--- config.mk ---
export PLATFORM = sky130hd
export DESIGN_NAME = lpr_ctrl
export DESIGN_NICKNAME = d
export VERILOG_FILES = /design/src/lpr_ctrl.v /design/src/lpr_rst_sync.v
export VERILOG_INCLUDE_DIRS = /design/src /design/src/src
export SDC_FILE = /design/constraint.sdc
export NUM_CORES = 1
export LEC_CHECK = 0
export ABC_AREA = 1
export BUFFER_PORTS_ARGS = -buffer_cell sky130_fd_sc_hd__buf_4
export CAP_MARGIN = 20
export CORE_MARGIN = 3
export CORE_UTILIZATION = 40
export CTS_CLUSTER_DIAMETER = 150
export CTS_CLUSTER_SIZE = 10
export DETAILED_ROUTE_END_ITERATION = 6
export PLACE_DENSITY = 0.6
export SETUP_SLACK_MARGIN = 0.02
export SLEW_MARGIN = 0
export SYNTH_ARGS = -nofsm -noshare
export SYNTH_HDL_FRONTEND = slang
export SYNTH_SLANG_ARGS = --single-unit
--- constraint.sdc ---
create_clock -name pclk -period 2.4 [get_ports pclk]
set_input_delay 0.36 -clock pclk [delete_from_list [all_inputs] [get_ports pclk]]
set_output_delay 0.36 -clock pclk [all_outputs]
set_load 0.01 [all_outputs]
--- src/lpr_defines.vh ---
// Constants for the low-power mode and reset controller
`ifndef LPR_DEFINES_VH
`define LPR_DEFINES_VH

// Register byte offsets
`define LPR_OFF_CTRL 8'h00
`define LPR_OFF_STATUS 8'h04
`define LPR_OFF_WAKE_EN 8'h08
`define LPR_OFF_SCOPE 8'h0c
`define LPR_OFF_LPO_SEL 8'h10
`define LPR_OFF_RETAIN 8'h14
`define LPR_OFF_IRQ_STAT 8'h18
`define LPR_OFF_IRQ_CLR 8'h1c
`define LPR_OFF_IRQ_EN 8'h20

// Power mode codes
`define LPR_MODE_ACTIVE 2'h0
`define LPR_MODE_SLEEP 2'h1
`define LPR_MODE_DEEP 2'h2
`define LPR_MODE_SHUT 2'h3

// Reset cause codes
`define LPR_CAUSE_NONE 3'h0
`define LPR_CAUSE_POR 3'h1
`define LPR_CAUSE_BOD 3'h2
`define LPR_CAUSE_FULL_WDT 3'h3
`define LPR_CAUSE_SCOPED_WDT 3'h4
`define LPR_CAUSE_SHUT_WAKE 3'h5
`define LPR_CAUSE_DEEP_WAKE 3'h6

// Wake source bits
`define LPR_WK_PIN 0
`define LPR_WK_RTC 1
`define LPR_WK_TOUCH 2
`define LPR_WK_MAC 3

// Reset domain / scope bits
`define LPR_DOM_DIG 0
`define LPR_DOM_PERIPH 1
`define LPR_DOM_CHIP 2

// Standby clock select codes
`define LPR_LPO_XTAL 2'h0
`define LPR_LPO_DERIVED 2'h1
`define LPR_LPO_RING 2'h2

// Interrupt status bits
`define LPR_IRQ_SLEEP_WAKE 0
`define LPR_IRQ_DEEP_WAKE 1
`define LPR_IRQ_SCOPED_WDT 2
`define LPR_IRQ_MODE_ENTER 3

// Status field positions
`define LPR_ST_MODE_LSB 0
`define LPR_ST_CAUSE_LSB 4
`define LPR_ST_HOLD_LSB 8

// Reset values
`define LPR_RST_WAKE_EN 4'hf
`define LPR_RST_SCOPE 3'h1
`define LPR_RST_LPO_SEL 2'h2
`define LPR_RST_RETAIN 32'h0000_0000

// Timing
`define LPR_CLK_PERIOD_NS 100
`define LPR_RST_HOLD_NS 1000

`endif

--- src/lpr_ctrl.v ---
// Low-power mode, reset scope and standby clock controller with APB registers
`timescale 1ns/1ns
`include "lpr_defines.vh"

// Operation
// Six reset sources: POR, BOD, watchdogs, wakes
// POR, BOD, full-chip watchdog reset everything
// Software sets scoped watchdog reach, chip included
// Shutdown wake applies full system reset
// Deep sleep wake resets digital blocks only
// Four power modes; shutdown lowest consumption
// Shutdown powers all off; chip enable wakes
// Deep sleep keeps always-on domain; three wakes
// Retention register survives deep sleep
// Sleep gates processor and digital clocks
// Sleep exits on pin, timer, touch, MAC
// Active runs processor, all peripherals available
// Standby clock selected from three sources
// Resets assert async, release via two flops
module lpr_ctrl
#(
    parameter HOLD_W = 8
)
(
    // APB slave
    input wire pclk,
    input wire presetn,
    input wire psel,
    input wire penable,
    input wire pwrite,
    input wire [7:0] paddr,
    input wire [31:0] pwdata,
    output wire pready,
    output wire pslverr,
    output reg [31:0] prdata,
    // Reset sources
    input wire por_detect,
    input wire bod_detect,
    input wire full_chip_watchdog,
    input wire scoped_watchdog,
    input wire chip_enable_pin,
    // Wake events
    input wire wake_pin,
    input wire wake_rtc,
    input wire wake_touch,
    input wire wake_mac,
    // Standby clock sources
    input wire slow_crystal_clock,
    input wire derived_32k_clock,
    input wire ring_oscillator_clock,
    output wire low_power_standby_clock,
    // Power and clock controls
    output reg cpu_run,
    output reg cpu_clk_en,
    output reg dig_clk_en,
    output reg dig_power_on,
    output reg always_on_domain_power_on,
    output reg [1:0] power_mode,
    // Domain resets
    output wire sys_rst_n,
    output wire dig_rst_n,
    output wire periph_rst_n,
    // Interrupt
    output wire irq
);

localparam integer HOLD_NUM = (`LPR_RST_HOLD_NS + `LPR_CLK_PERIOD_NS - 1) / `LPR_CLK_PERIOD_NS;
localparam [HOLD_W-1:0] RST_HOLD_CYC = HOLD_NUM[HOLD_W-1:0];

localparam [3:0] ST_ACTIVE = 4'h1;
localparam [3:0] ST_SLEEP = 4'h2;
localparam [3:0] ST_DEEP = 4'h4;
localparam [3:0] ST_SHUT = 4'h8;

reg [3:0] state;
reg [3:0] next_state;
reg [3:0] wake_en;
reg [2:0] scope;
reg [1:0] lpo_sel;
reg [31:0] retain;
reg [3:0] irq_stat;
reg [3:0] irq_en;
reg [2:0] cause;
reg chip_en_q;
reg sdog_q;
reg [2:0] dom_req;
reg [2:0] dom_hold;
reg [HOLD_W*3-1:0] hold_cnt;

wire wr_en;
wire rd_setup;
wire addr_ok;
wire chip_en_rise;
wire sdog_rise;
wire full_src;
wire sdog_chip;
wire shut_wake;
wire sleep_wake;
wire deep_wake;
wire full_req;
wire dig_req;
wire periph_req;
wire mode_wr;
wire [3:0] irq_set;
wire [3:0] irq_clr;
wire [2:0] dom_arst_n;
wire [2:0] dom_rst_n;

// Single-cycle access phase, so no wait state ever
assign pready = 1'b1;
assign addr_ok = (paddr == `LPR_OFF_CTRL) || (paddr == `LPR_OFF_STATUS) ||
    (paddr == `LPR_OFF_WAKE_EN) || (paddr == `LPR_OFF_SCOPE) ||
    (paddr == `LPR_OFF_LPO_SEL) || (paddr == `LPR_OFF_RETAIN) ||
    (paddr == `LPR_OFF_IRQ_STAT) || (paddr == `LPR_OFF_IRQ_CLR) ||
    (paddr == `LPR_OFF_IRQ_EN);
assign pslverr = psel && penable && !addr_ok;
assign wr_en = psel && penable && pwrite && addr_ok;
assign rd_setup = psel && !penable && !pwrite;

// Edge detection on synchronous inputs
assign chip_en_rise = chip_enable_pin && !chip_en_q;
assign sdog_rise = scoped_watchdog && !sdog_q;

assign full_src = por_detect || bod_detect || full_chip_watchdog;
assign sdog_chip = sdog_rise && scope[`LPR_DOM_CHIP];
assign shut_wake = state[3] && chip_en_rise;
assign sleep_wake = state[1] && ((wake_pin && wake_en[`LPR_WK_PIN]) ||
    (wake_rtc && wake_en[`LPR_WK_RTC]) ||
    (wake_touch && wake_en[`LPR_WK_TOUCH]) ||
    (wake_mac && wake_en[`LPR_WK_MAC]));
// MAC counters are powered down in deep sleep, so they cannot wake it
assign deep_wake = state[2] && ((wake_pin && wake_en[`LPR_WK_PIN]) ||
    (wake_rtc && wake_en[`LPR_WK_RTC]) ||
    (wake_touch && wake_en[`LPR_WK_TOUCH]));

assign full_req = full_src || sdog_chip || shut_wake;
// Deep wake reaches digital and peripheral domains only; always-on logic keeps its state
assign dig_req = full_req || deep_wake ||
    (sdog_rise && scope[`LPR_DOM_DIG]);
assign periph_req = dig_req || (sdog_rise && scope[`LPR_DOM_PERIPH]);

assign mode_wr = wr_en && (paddr == `LPR_OFF_CTRL) && state[0];

assign irq_set[`LPR_IRQ_SLEEP_WAKE] = sleep_wake;
assign irq_set[`LPR_IRQ_DEEP_WAKE] = deep_wake;
assign irq_set[`LPR_IRQ_SCOPED_WDT] = sdog_rise;
assign irq_set[`LPR_IRQ_MODE_ENTER] = mode_wr &&
    (pwdata[1:0] != `LPR_MODE_ACTIVE);
assign irq_clr = (wr_en && (paddr == `LPR_OFF_IRQ_CLR)) ? pwdata[3:0] : 4'h0;
assign irq = |(irq_stat & irq_en);

// Standby clock selector; a glitch-free switch is left to the clock cell
assign low_power_standby_clock = (lpo_sel == `LPR_LPO_XTAL) ? slow_crystal_clock :
    (lpo_sel == `LPR_LPO_DERIVED) ? derived_32k_clock :
    ring_oscillator_clock;

always @*
begin
    next_state = state;
    case (state)
        ST_ACTIVE:
        begin
            if (mode_wr)
            begin
                case (pwdata[1:0])
                    `LPR_MODE_SLEEP: next_state = ST_SLEEP;
                    `LPR_MODE_DEEP: next_state = ST_DEEP;
                    `LPR_MODE_SHUT: next_state = ST_SHUT;
                    default: next_state = ST_ACTIVE;
                endcase
            end
        end
        ST_SLEEP:
        begin
            if (sleep_wake)
                next_state = ST_ACTIVE;
        end
        ST_DEEP:
        begin
            if (deep_wake)
                next_state = ST_ACTIVE;
        end
        ST_SHUT:
        begin
            if (shut_wake)
                next_state = ST_ACTIVE;
        end
        default: next_state = ST_ACTIVE;
    endcase
    if (full_req)
        next_state = ST_ACTIVE;
end

// Mode state and derived power/clock controls
always @(posedge pclk or negedge presetn)
begin
    if (!presetn)
    begin
        state <= ST_ACTIVE;
        power_mode <= `LPR_MODE_ACTIVE;
        cpu_run <= 1'b1;
        cpu_clk_en <= 1'b1;
        dig_clk_en <= 1'b1;
        dig_power_on <= 1'b1;
        always_on_domain_power_on <= 1'b1;
        chip_en_q <= 1'b0;
        sdog_q <= 1'b0;
    end
    else
    begin
        state <= next_state;
        chip_en_q <= chip_enable_pin;
        sdog_q <= scoped_watchdog;
        cpu_run <= next_state[0];
        cpu_clk_en <= next_state[0];
        dig_clk_en <= next_state[0];
        dig_power_on <= next_state[0] || next_state[1];
        always_on_domain_power_on <= !next_state[3];
        case (next_state)
            ST_SLEEP: power_mode <= `LPR_MODE_SLEEP;
            ST_DEEP: power_mode <= `LPR_MODE_DEEP;
            ST_SHUT: power_mode <= `LPR_MODE_SHUT;
            default: power_mode <= `LPR_MODE_ACTIVE;
        endcase
    end
end

// Configuration registers; a full reset request returns them to defaults
always @(posedge pclk or negedge presetn)
begin
    if (!presetn)
    begin
        wake_en <= `LPR_RST_WAKE_EN;
        scope <= `LPR_RST_SCOPE;
        lpo_sel <= `LPR_RST_LPO_SEL;
        retain <= `LPR_RST_RETAIN;
        irq_en <= 4'h0;
    end
    else if (full_req)
    begin
        wake_en <= `LPR_RST_WAKE_EN;
        scope <= `LPR_RST_SCOPE;
        lpo_sel <= `LPR_RST_LPO_SEL;
        retain <= `LPR_RST_RETAIN;
        irq_en <= 4'h0;
    end
    else if (wr_en)
    begin
        case (paddr)
            `LPR_OFF_WAKE_EN: wake_en <= pwdata[3:0];
            `LPR_OFF_SCOPE: scope <= pwdata[2:0];
            `LPR_OFF_LPO_SEL: lpo_sel <= pwdata[1:0];
            `LPR_OFF_RETAIN: retain <= pwdata;
            `LPR_OFF_IRQ_EN: irq_en <= pwdata[3:0];
            default: irq_en <= irq_en;
        endcase
    end
end

// Sticky status; a set in the same cycle as a clear wins
always @(posedge pclk or negedge presetn)
begin
    if (!presetn)
        irq_stat <= 4'h0;
    else if (full_req)
        irq_stat <= 4'h0;
    else
        irq_stat <= (irq_stat & ~irq_clr) | irq_set;
end

// Last reset cause survives the full reset it describes
always @(posedge pclk or negedge presetn)
begin
    if (!presetn)
        cause <= `LPR_CAUSE_POR;
    else if (por_detect)
        cause <= `LPR_CAUSE_POR;
    else if (bod_detect)
        cause <= `LPR_CAUSE_BOD;
    else if (full_chip_watchdog)
        cause <= `LPR_CAUSE_FULL_WDT;
    else if (sdog_rise)
        cause <= `LPR_CAUSE_SCOPED_WDT;
    else if (shut_wake)
        cause <= `LPR_CAUSE_SHUT_WAKE;
    else if (deep_wake)
        cause <= `LPR_CAUSE_DEEP_WAKE;
end

// Read data captured in the setup phase
always @(posedge pclk or negedge presetn)
begin
    if (!presetn)
        prdata <= 32'h0000_0000;
    else if (rd_setup)
    begin
        case (paddr)
            `LPR_OFF_CTRL: prdata <= {30'h0, power_mode};
            `LPR_OFF_STATUS: prdata <= {21'h0, dom_hold, 1'b0, cause, 2'h0, power_mode};
            `LPR_OFF_WAKE_EN: prdata <= {28'h0, wake_en};
            `LPR_OFF_SCOPE: prdata <= {29'h0, scope};
            `LPR_OFF_LPO_SEL: prdata <= {30'h0, lpo_sel};
            `LPR_OFF_RETAIN: prdata <= retain;
            `LPR_OFF_IRQ_STAT: prdata <= {28'h0, irq_stat};
            `LPR_OFF_IRQ_EN: prdata <= {28'h0, irq_en};
            default: prdata <= 32'h0000_0000;
        endcase
    end
end

// Domain request vector: digital, peripheral, whole chip
always @*
begin
    dom_req = 3'h0;
    dom_req[`LPR_DOM_DIG] = dig_req;
    dom_req[`LPR_DOM_PERIPH] = periph_req;
    dom_req[`LPR_DOM_CHIP] = full_req;
end

// Per-domain hold counter and synchronized release
genvar gi;
generate
    for (gi = 0; gi < 3; gi = gi + 1)
    begin : g_dom
        always @(posedge pclk or negedge presetn)
        begin
            if (!presetn)
            begin
                hold_cnt[gi*HOLD_W +: HOLD_W] <= RST_HOLD_CYC;
                dom_hold[gi] <= 1'b1;
            end
            else if (dom_req[gi])
            begin
                hold_cnt[gi*HOLD_W +: HOLD_W] <= RST_HOLD_CYC;
                dom_hold[gi] <= 1'b1;
            end
            else if (hold_cnt[gi*HOLD_W +: HOLD_W] != {HOLD_W{1'b0}})
            begin
                hold_cnt[gi*HOLD_W +: HOLD_W] <=
                    hold_cnt[gi*HOLD_W +: HOLD_W] - {{(HOLD_W-1){1'b0}}, 1'b1};
                dom_hold[gi] <= 1'b1;
            end
            else
                dom_hold[gi] <= 1'b0;
        end

        // Hold comes from a flop, so the async clear input cannot glitch
        assign dom_arst_n[gi] = presetn && !dom_hold[gi];

        lpr_rst_sync u_sync
        (
            .clk(pclk),
            .arst_n(dom_arst_n[gi]),
            .rst_n(dom_rst_n[gi])
        );
    end
endgenerate

assign dig_rst_n = dom_rst_n[`LPR_DOM_DIG];
assign periph_rst_n = dom_rst_n[`LPR_DOM_PERIPH];
assign sys_rst_n = dom_rst_n[`LPR_DOM_CHIP];

endmodule

--- src/lpr_rst_sync.v ---
// Reset synchronizer: asynchronous assert, two-stage synchronous release
`timescale 1ns/1ns
module lpr_rst_sync
(
    // Clock and asynchronous reset request
    input wire clk,
    input wire arst_n,
    // Synchronized reset
    output reg rst_n
);

reg stage1;

always @(posedge clk or negedge arst_n)
begin
    if (!arst_n)
    begin
        stage1 <= 1'b0;
        rst_n <= 1'b0;
    end
    else
    begin
        stage1 <= 1'b1;
        rst_n <= stage1;
    end
end

endmodule

==> results of run 1 <==
## sequential cells by signal, summed over array words and instances, names as in the netlist, 3 cells and up
name	flops
prdata	32
retain	32
hold_cnt	24
irq_en	4
irq_stat	4
state	4
wake_en	4
cause	3
dom_hold	3
g_dom.u_sync.rst_n	3
g_dom.u_sync.stage1	3
scope	3
## cell families (layout without fill, tap and decap cells)
group,count (synthesis),after routing,share of synthesized area [%]
AO/OA/AOI/OAI,95,95,8.92
XOR/XNOR,9,9,1.32
adder cells (fa/ha/maj),3,3,0.630
buffers and inverters,93,215,6.84
flip-flops,127,127,53.7
multiplexers,1,1,0.189
other,1,4,0.0629
AND/OR/NAND/NOR,372,372,28.3
## worst max path at each step
stage,slack [ps],end,depth (start not counted)
2_1_floorplan,540,hold_cnt[12]$_DFFE_PN0P_,8
4_1_cts,390,hold_cnt[10]$_DFFE_PN0P_,7
3_3_place_gp,200,retain[2]$_DFFE_PN0P_,13
5_1_grt,200,hold_cnt[12]$_DFFE_PN0P_,7
3_5_place_dp,130,retain[31]$_DFFE_PN0P_,13
6_report,420,hold_cnt[10]$_DFFE_PN0P_,7
## metrics by stage
step           setup WS [ps]  cells  hold slack, ps  instance area [sq um]
2_1_floorplan            544    704            64.4                   5970
3_3_place_gp             204    973             169                   6940
3_5_place_dp             134    973             175                   6940
4_1_cts                  390   1006            42.5                   7490
5_1_grt                  197   1006            43.0                   7490
6_report                 415   1006            60.6                   7490
## synth_stat cells (all sizes together), types with 2 or more instances
master	count
nor4	3
a211oi	2
nand2	216
a21oi	23
o221ai	2
or2	6
and2	2
buf	14
ha	3
nor3b	2
a31oi	3
dfrtp	108
inv	66
o2111ai	3
xor2	8
dfstp	19
nand3	64
nand4	6
o21ai	52
nor2	53
o22ai	2
nor3	18
clkbuf	12
a21o	4
o211ai	2
## per-layer routing
metal | global-route usage, % | wire length, um | vias up
met1 | 26.6 | 7030 | 2436
met2 | 29.6 | 7190 | 125
met3 | 4.00 | 665 | 23
met4 | 7.30 | 289 | 0
met5 | 0 | 0 | -
li1 | - | - | 2500
## power by group through the flow
stage / Clock [W] / Combinational [W] / Sequential, W
3_5_place_dp: 0 / 0.000289 / 0.00222
6_report: 0.00237 / 0.000286 / 0.00218
5_1_grt: 0.00252 / 0.000320 / 0.00218
3_3_place_gp: 0 / 0.000285 / 0.00221
2_1_floorplan: 0 / 0.000114 / 0.00222
4_1_cts: 0.00241 / 0.000291 / 0.00218
## layout by cell type (no fill, tap or decap), types with 4 or more instances in the layout
| cell | n |
|---|---|
| sky130_fd_sc_hd__nand3_1 | 63 |
| sky130_fd_sc_hd__dfrtp_1 | 108 |
| sky130_fd_sc_hd__or2_2 | 6 |
| sky130_fd_sc_hd__nor2_4 | 5 |
| sky130_fd_sc_hd__inv_2 | 5 |
| sky130_fd_sc_hd__nand4_1 | 6 |
| sky130_fd_sc_hd__clkbuf_16 | 17 |
| sky130_fd_sc_hd__clkbuf_1 | 4 |
| sky130_fd_sc_hd__nor2_1 | 43 |
| sky130_fd_sc_hd__nand2_2 | 6 |
| sky130_fd_sc_hd__inv_1 | 61 |
| sky130_fd_sc_hd__a21o_1 | 4 |
| sky130_fd_sc_hd__nor3_1 | 17 |
| sky130_fd_sc_hd__nor2_2 | 4 |
| sky130_fd_sc_hd__a21oi_1 | 22 |
| sky130_fd_sc_hd__dfstp_2 | 19 |
| sky130_fd_sc_hd__o21ai_1 | 5 |
| sky130_fd_sc_hd__buf_4 | 113 |
| sky130_fd_sc_hd__nand2_1 | 206 |
| sky130_fd_sc_hd__xor2_1 | 8 |
| sky130_fd_sc_hd__conb_1 | 4 |
| sky130_fd_sc_hd__o21ai_0 | 47 |
| sky130_fd_sc_hd__nand2_4 | 4 |
| sky130_fd_sc_hd__clkinv_2 | 5 |
## cell type report
type                    count  area, sq um
multi-input cells         484         2370
flip-flops and latches    127         3200
clock inverters            10         88.8
clock buffers              22          454
fillers                  1355         6710
well taps                 180          225
repair buffers            116          898
inverters                  67          251
## worst register-to-register path: stages, from the launching register on
cell and delay [ps]:
sky130_fd_sc_hd__dfstp_2 390, sky130_fd_sc_hd__nand2_1 60, sky130_fd_sc_hd__nand3_1 150, sky130_fd_sc_hd__nand2_1 190, sky130_fd_sc_hd__nand3b_1 380, sky130_fd_sc_hd__a21oi_2 370, sky130_fd_sc_hd__inv_1 160, sky130_fd_sc_hd__a211oi_1 190
==> results.md, run 1 <==
- Internal power summed over all cells: 0.00373 W
- Routability Congestion: roughly 0.9
- Largest fanout of any net on the critical path: 11
- WL per Instance: ~15 um
- Final Skew: just over 8 ps
- Most used cell, CP: sky130_fd_sc_hd__nand2_1
- Number of setup violations in the final report: 0
- CP required: around 2700 ps
- Synthesis Warnings: 0
- Transition time at the pin with the least slew margin: ~740 ps
- Minimum period implied by the final worst setup slack: slightly below 2000 ps
- Leakage power: 3.82 nW
- Number of hold violations in the final report: 0
- Height of the chip: roughly 130 um
- Combinational share of power: under 10%
- Outcome: complete, no violations
- Max frequency: about 500 MHz
- Total gr overflow: 0
- Reg2Reg Capture Point: hold_cnt[10]$_DFFE_PN0P_
- Critical R2R Launch: wake_en[2]$_DFFE_PN1P_
- Relative slew slack: around half
- Detailed Place HPWL: approximately 11000 um
- Final wirelength: 15200 um
- Violation count after the first detailed-routing iteration: between 300 and 400
- DRC Markers: 0
- Post-synth ARST share: 100%
- Library cell contributing the largest single delay on the critical path: sky130_fd_sc_hd__dfstp_2
- Initial Utilization: roughly two fifths
- Chip Width: ~130 um
- Nature of the critical path startpoint: flop
- Delay of the slowest cell on the worst path: slightly below 400 ps
- Finished Core Util: 52.7%
- Series of cell instances along the critical path: nand2_1, nand3_1, nand2_1, nand3b_1, a21oi_2, inv_1, a211oi_1
- Clk Latency, worst-skew pair: 420 ps
- Number of enable-type register cells in the synthesized netlist: 0
- Initial antenna violation count: 0
- Power share of the sequential group: between 40% and 50%
- Slack of the worst reg-to-reg path: about 420 ps
- CTS Buf Count: 17
- Post-cts resize count: 0
- Number of H-tree branching levels: 4
- Number of diodes added for antenna fixing: 0
- Critical setup path kind: flop to flop
- Switching power total: roughly 0.0011 W
- Port Buffers: approximately 100
- Clock Sinks: ~130
- Cell chosen for the clock root: sky130_fd_sc_hd__clkbuf_16
- Clk network pwr share: around half
- Launch instance of the worst min-delay path: scoped_watchdog
- Mean Syn Cell Area: 8.51 sq um
- Data arrival at the endpoint of the critical path: about 2300 ps
- Number of instances in the synthesized netlist: 701
- Max-slew violation total from the final report: 0
- Buffers inserted by post-CTS timing repair: 0
- Total number of vias: ~5000
- Synth-to-layout area growth: 25.6%
- Switching Fraction: 22.9%
- # Max-Cap Violations: 0
- Pin count of the biggest net entering global routing: 48
- Leading post-synthesis cells by cell area: sky130_fd_sc_hd__dfrtp_1 45%, sky130_fd_sc_hd__nand2_1 13%, sky130_fd_sc_hd__dfstp_2 8.4%, sky130_fd_sc_hd__nand3_1 5.3%, sky130_fd_sc_hd__o21ai_0 3.9%
- Depth of the most critical reg-to-reg path: 7
- Unique masters post-synth: 48
- Kind of capture point of the worst setup path: flop
- Aggregate negative setup slack: 0 ps
- # hold bufs at CTS: 1
- Crit path launch: wake_en[2]$_DFFE_PN1P_
- Worst Path Buf+Inv: 1
- Most area-hungry cell type in the Yosys netlist: sky130_fd_sc_hd__dfrtp_1
- Synth Flop Type: sky130_fd_sc_hd__dfrtp_1
- Via count of the first global-routing pass: about 4800
- CTS tree: yes
- Netlist Area Pre-Place: about 6000 sq um
- Die footprint: around 16000 sq um
- 1st-pass router iterations: 5
- Worst Hold Endpoint: sdog_q$_DFF_PN0_
- Overall power: just under 0.005 W
- Clock-pin slew of the registers on the worst-case setup and hold paths: around 60 ps
- Power per Cell Area: between 600 and 700 nW/um^2
- Total of flip-flops plus latches after synthesis: between 100 and 150
- CP top delay family: simple AND/OR/NAND/NOR gates
- Placement row count: 43
- RSZ-0062 raised after global routing: false
- Layout net count: around 870
- Area share of the largest cell type after synthesis: a little under half
- Period Utilization, post-route: between 80 and 90%
- Via-to-Cell Ratio: 5.05
- Count of pins on the block boundary: approximately 100
- Peak ir drop on the vdd network: 0.556 mV
- Kind of path behind the tightest hold check: input pin to flop
- Fraction of layout instances using a drive strength above 1: 24.1%
- Global-route wire length before repair: roughly 25000 um
- Seq/Total Area, Yosys: approximately 54%
- Max Buffers Root-to-Sink: 2
- Antenna-violating nets left: 0
- Worst hold path depth: 1
- Core outline area: around 14000 sq um
- Total global-route track usage: a little under a fifth
Note: power is estimated with default switching activity, not from simulation.
==> run 2, diff against run 1 <==
- clock period: 2.4 -> 2 ns (I/O delays scaled with it)
==> run 2 against run 1 <==
Against the previous run:
- the run now ends with DRC left
- clock skew is 0.60 ps lower
- maximum frequency is 9.9% higher
- die area stayed put
- global-route usage is 0.48 points higher
- critical path depth is 2 higher
- sequential cell count stayed put
- hold slack better by 15 ps
- highest routed layer unchanged
==> results.md, run 2 (synthesis gave the netlist of run 1 again) <==
- Min Hold Slack: ~76 ps
- Total area of multi-input combinational cells: ~2400 sq um
- CP top delay family: simple AND/OR/NAND/NOR gates
- Number of diodes added for antenna fixing: 0
- Period Utilization, post-route: between 90% and 100%
- Critical R2R Launch: wake_en[2]$_DFFE_PN1P_
- Power share of the sequential group: 39.2%
- Clock-pin slew of the registers on the worst-case setup and hold paths: 60 ps
- # Max-Cap Violations: 0
- Nature of the critical path startpoint: flop
- Max frequency: roughly 550 MHz
- Die footprint: between 15000 and 20000 sq um
- Depth of the most critical reg-to-reg path: 9
- Series of cell instances along the critical path: nand2_1, nand3_1, nand2_1, nand3b_1, buf_4, or2_2, nand2_1, a21oi_1, o21ai_0
- Port Buffers: around 100
- Launch instance of the worst min-delay path: bod_detect
- Clk network pwr share: between 50% and 60%
- Final wirelength: around 15000 um
- Chip Width: ~130 um
- Kind of capture point of the worst setup path: flop
- Commonest cells after routing, fill and taps aside: 206 x sky130_fd_sc_hd__nand2_1, 126 x sky130_fd_sc_hd__buf_4, 108 x sky130_fd_sc_hd__dfrtp_1, 63 x sky130_fd_sc_hd__nand3_1, 61 x sky130_fd_sc_hd__inv_1
- Number of hold violations in the final report: 0
- Register cell area after layout: about 3200 sq um
- Minimum period implied by the final worst setup slack: roughly 1800 ps
- Max-slew violation total from the final report: 0
- Violation count after the first detailed-routing iteration: between 500 and 600
- Clk Latency, worst-skew pair: slightly above 400 ps
- Data arrival at the endpoint of the critical path: approximately 2100 ps
- Total gr overflow: 0
- Max Buffers Root-to-Sink: 2
- CP required: 2340 ps
- Clock Sinks: ~130
- Violations in the final reports: DRC
- Total of fill cells in the finished design: 1313
- Critical setup path kind: flop to flop
- Pin count of the biggest net entering global routing: 44
- Final Skew: approximately 7.5 ps
- Slack of the worst reg-to-reg path: roughly 190 ps
- Routability Congestion: between 0.9 and 1
- Core outline area: between 10000 and 15000 sq um
- Global-route track usage on met3: under 10%
- Peak ir drop on the vdd network: 0.561 mV
- Total global-route track usage: between 15 and 20%
- Via-to-Cell Ratio: 5.12
- Kind of path behind the tightest hold check: input pin to flop
- Reg2Reg Capture Point: hold_cnt[3]$_DFFE_PN1P_
- Total number of vias: around 5200
- Layout net count: 888
- Synth-to-layout area growth: 30.7%
- Highest-utilization routing layer at the global route stage: met2
- Met2 track demand over resource in global routing: around a third
- Number of setup violations in the final report: 0
- Power per Cell Area: approximately 860 nW/um^2
- Outcome: finished with violations
- Buffers inserted by post-CTS timing repair: 0
- Transition time at the pin with the least slew margin: approximately 800 ps
- Registers with the highest flip-flop counts: prdata (32), retain (32), hold_cnt (24)
- Initial Utilization: roughly two fifths
- Finished Core Util: between 50% and 60%
- Delay of the slowest cell on the worst path: between 500 and 600 ps
- Leading cell type in the layout, fill and taps excluded: sky130_fd_sc_hd__nand2_1
- 1st-pass router iterations: 7
- CTS Buf Count: 17
- Placement row count: 43
- Worst Path Buf+Inv: 1
- Fraction of layout instances using a drive strength above 1: approximately a quarter
- Switching Fraction: around a fifth
- RSZ-0062 raised after global routing: false
- DRC Markers: 1
- Number of H-tree branching levels: 4
- WL per Instance: between 15 and 20 um
- Initial antenna violation count: 0
- Library cell contributing the largest single delay on the critical path: sky130_fd_sc_hd__dfstp_2
- Cell chosen for the clock root: sky130_fd_sc_hd__clkbuf_16
- Height of the chip: 128 um
- Worst hold path depth: 2
- Antenna-violating nets left: 0
- Most used cell, CP: sky130_fd_sc_hd__nand2_1
- Count of pins on the block boundary: between 100 and 150
- Relative slew slack: ~47%
- Leakage power: roughly 4.0 nW
- CTS tree: yes
- Internal power summed over all cells: 0.00535 W
- Worst Hold Endpoint: cause[0]$_DFFE_PN1P_
- Combinational share of power: 5.3%
- Global-route wire length before repair: between 20000 and 30000 um
- Met1 track utilization from global routing: around 25%
- Largest fanout of any net on the critical path: 10
- Detailed Place HPWL: roughly 11000 um
- Via count of the first global-routing pass: between 5000 and 6000
- Switching power total: around 0.0013 W
-- run 2: worst max path at each step --
| stage | to | slack, ps | cells past startpoint | startpoint |
|---|---|---|---|---|
| after floorplan | hold_cnt[12]$_DFFE_PN0P_ | 140 | 8 | hold_cnt[8]$_DFFE_PN0P_ |
| after global placement | retain[1]$_DFFE_PN0P_ | -6 | 13 | paddr[0] |
| after detailed placement | retain[2]$_DFFE_PN0P_ | -150 | 13 | paddr[0] |
| after CTS | hold_cnt[8]$_DFFE_PN0P_ | 130 | 8 | hold_cnt[8]$_DFFE_PN0P_ |
| after global routing | hold_cnt[23]$_DFFE_PN0P_ | 20 | 10 | hold_cnt[17]$_DFFE_PN1P_ |
| final | hold_cnt[3]$_DFFE_PN1P_ | 190 | 9 | wake_en[2]$_DFFE_PN1P_ |
-- run 2: final cells by class --
type	instances	share of cell area, %
Sequential cell	127	41.1
Multi-Input combinational cell	484	30.6
Timing Repair Buffer	131	13.0
Clock buffer	23	6.26
Inverter	67	3.23
Clock inverter	9	2.91
Tap cell	180	2.89
-- run 2: what timing repair did --
item | 4_1_cts | 5_1_grt
pin swaps | 0 | 2
hold endpoints to repair | 22 | 0
hold buffers | 3 | 0
endpoints found under the setup margin | 1 | 26
gates resized for setup | 1 | 4
-- run 2: metrics by stage --
stage               instance area (sq um)  std cells  setup slack, ps  setup TNS [ps]  power [W]
floorplan                            5970        704              144               0    0.00280
global placement                     7040        986            -6.16           -21.7    0.00301
detailed placement                   7040        986             -145           -3520    0.00301
CTS                                  7780       1021              131               0    0.00674
global route                         7790       1021             23.0               0    0.00691
finish                               7790       1021              194               0    0.00667
-- run 2: power by group through the flow --
stage                     combinational [W]  clock [W]  sequential [W]
after floorplan                    0.000137          0         0.00266
after global placement             0.000348          0         0.00266
after detailed placement           0.000354          0         0.00266
after CTS                          0.000361    0.00376         0.00262
after global routing               0.000395    0.00390         0.00262
final                              0.000352    0.00371         0.00262
-- run 2: worst reg2reg max path, cell delays in order (launching register included) --
cell and delay, ps:
sky130_fd_sc_hd__dfstp_2 560, sky130_fd_sc_hd__nand2_1 60, sky130_fd_sc_hd__nand3_1 170, sky130_fd_sc_hd__nand2_1 180
sky130_fd_sc_hd__nand3b_1 180, sky130_fd_sc_hd__buf_4 200, sky130_fd_sc_hd__or2_2 140, sky130_fd_sc_hd__nand2_1 60
sky130_fd_sc_hd__a21oi_1 100, sky130_fd_sc_hd__o21ai_0 80
-- run 2: layer usage --
layer / share of wire, % / wire [um]
met5: 0 / 0
met4: 1.0 / 158
met3: 5.5 / 849
met2: 50 / 7690
met1: 43 / 6690
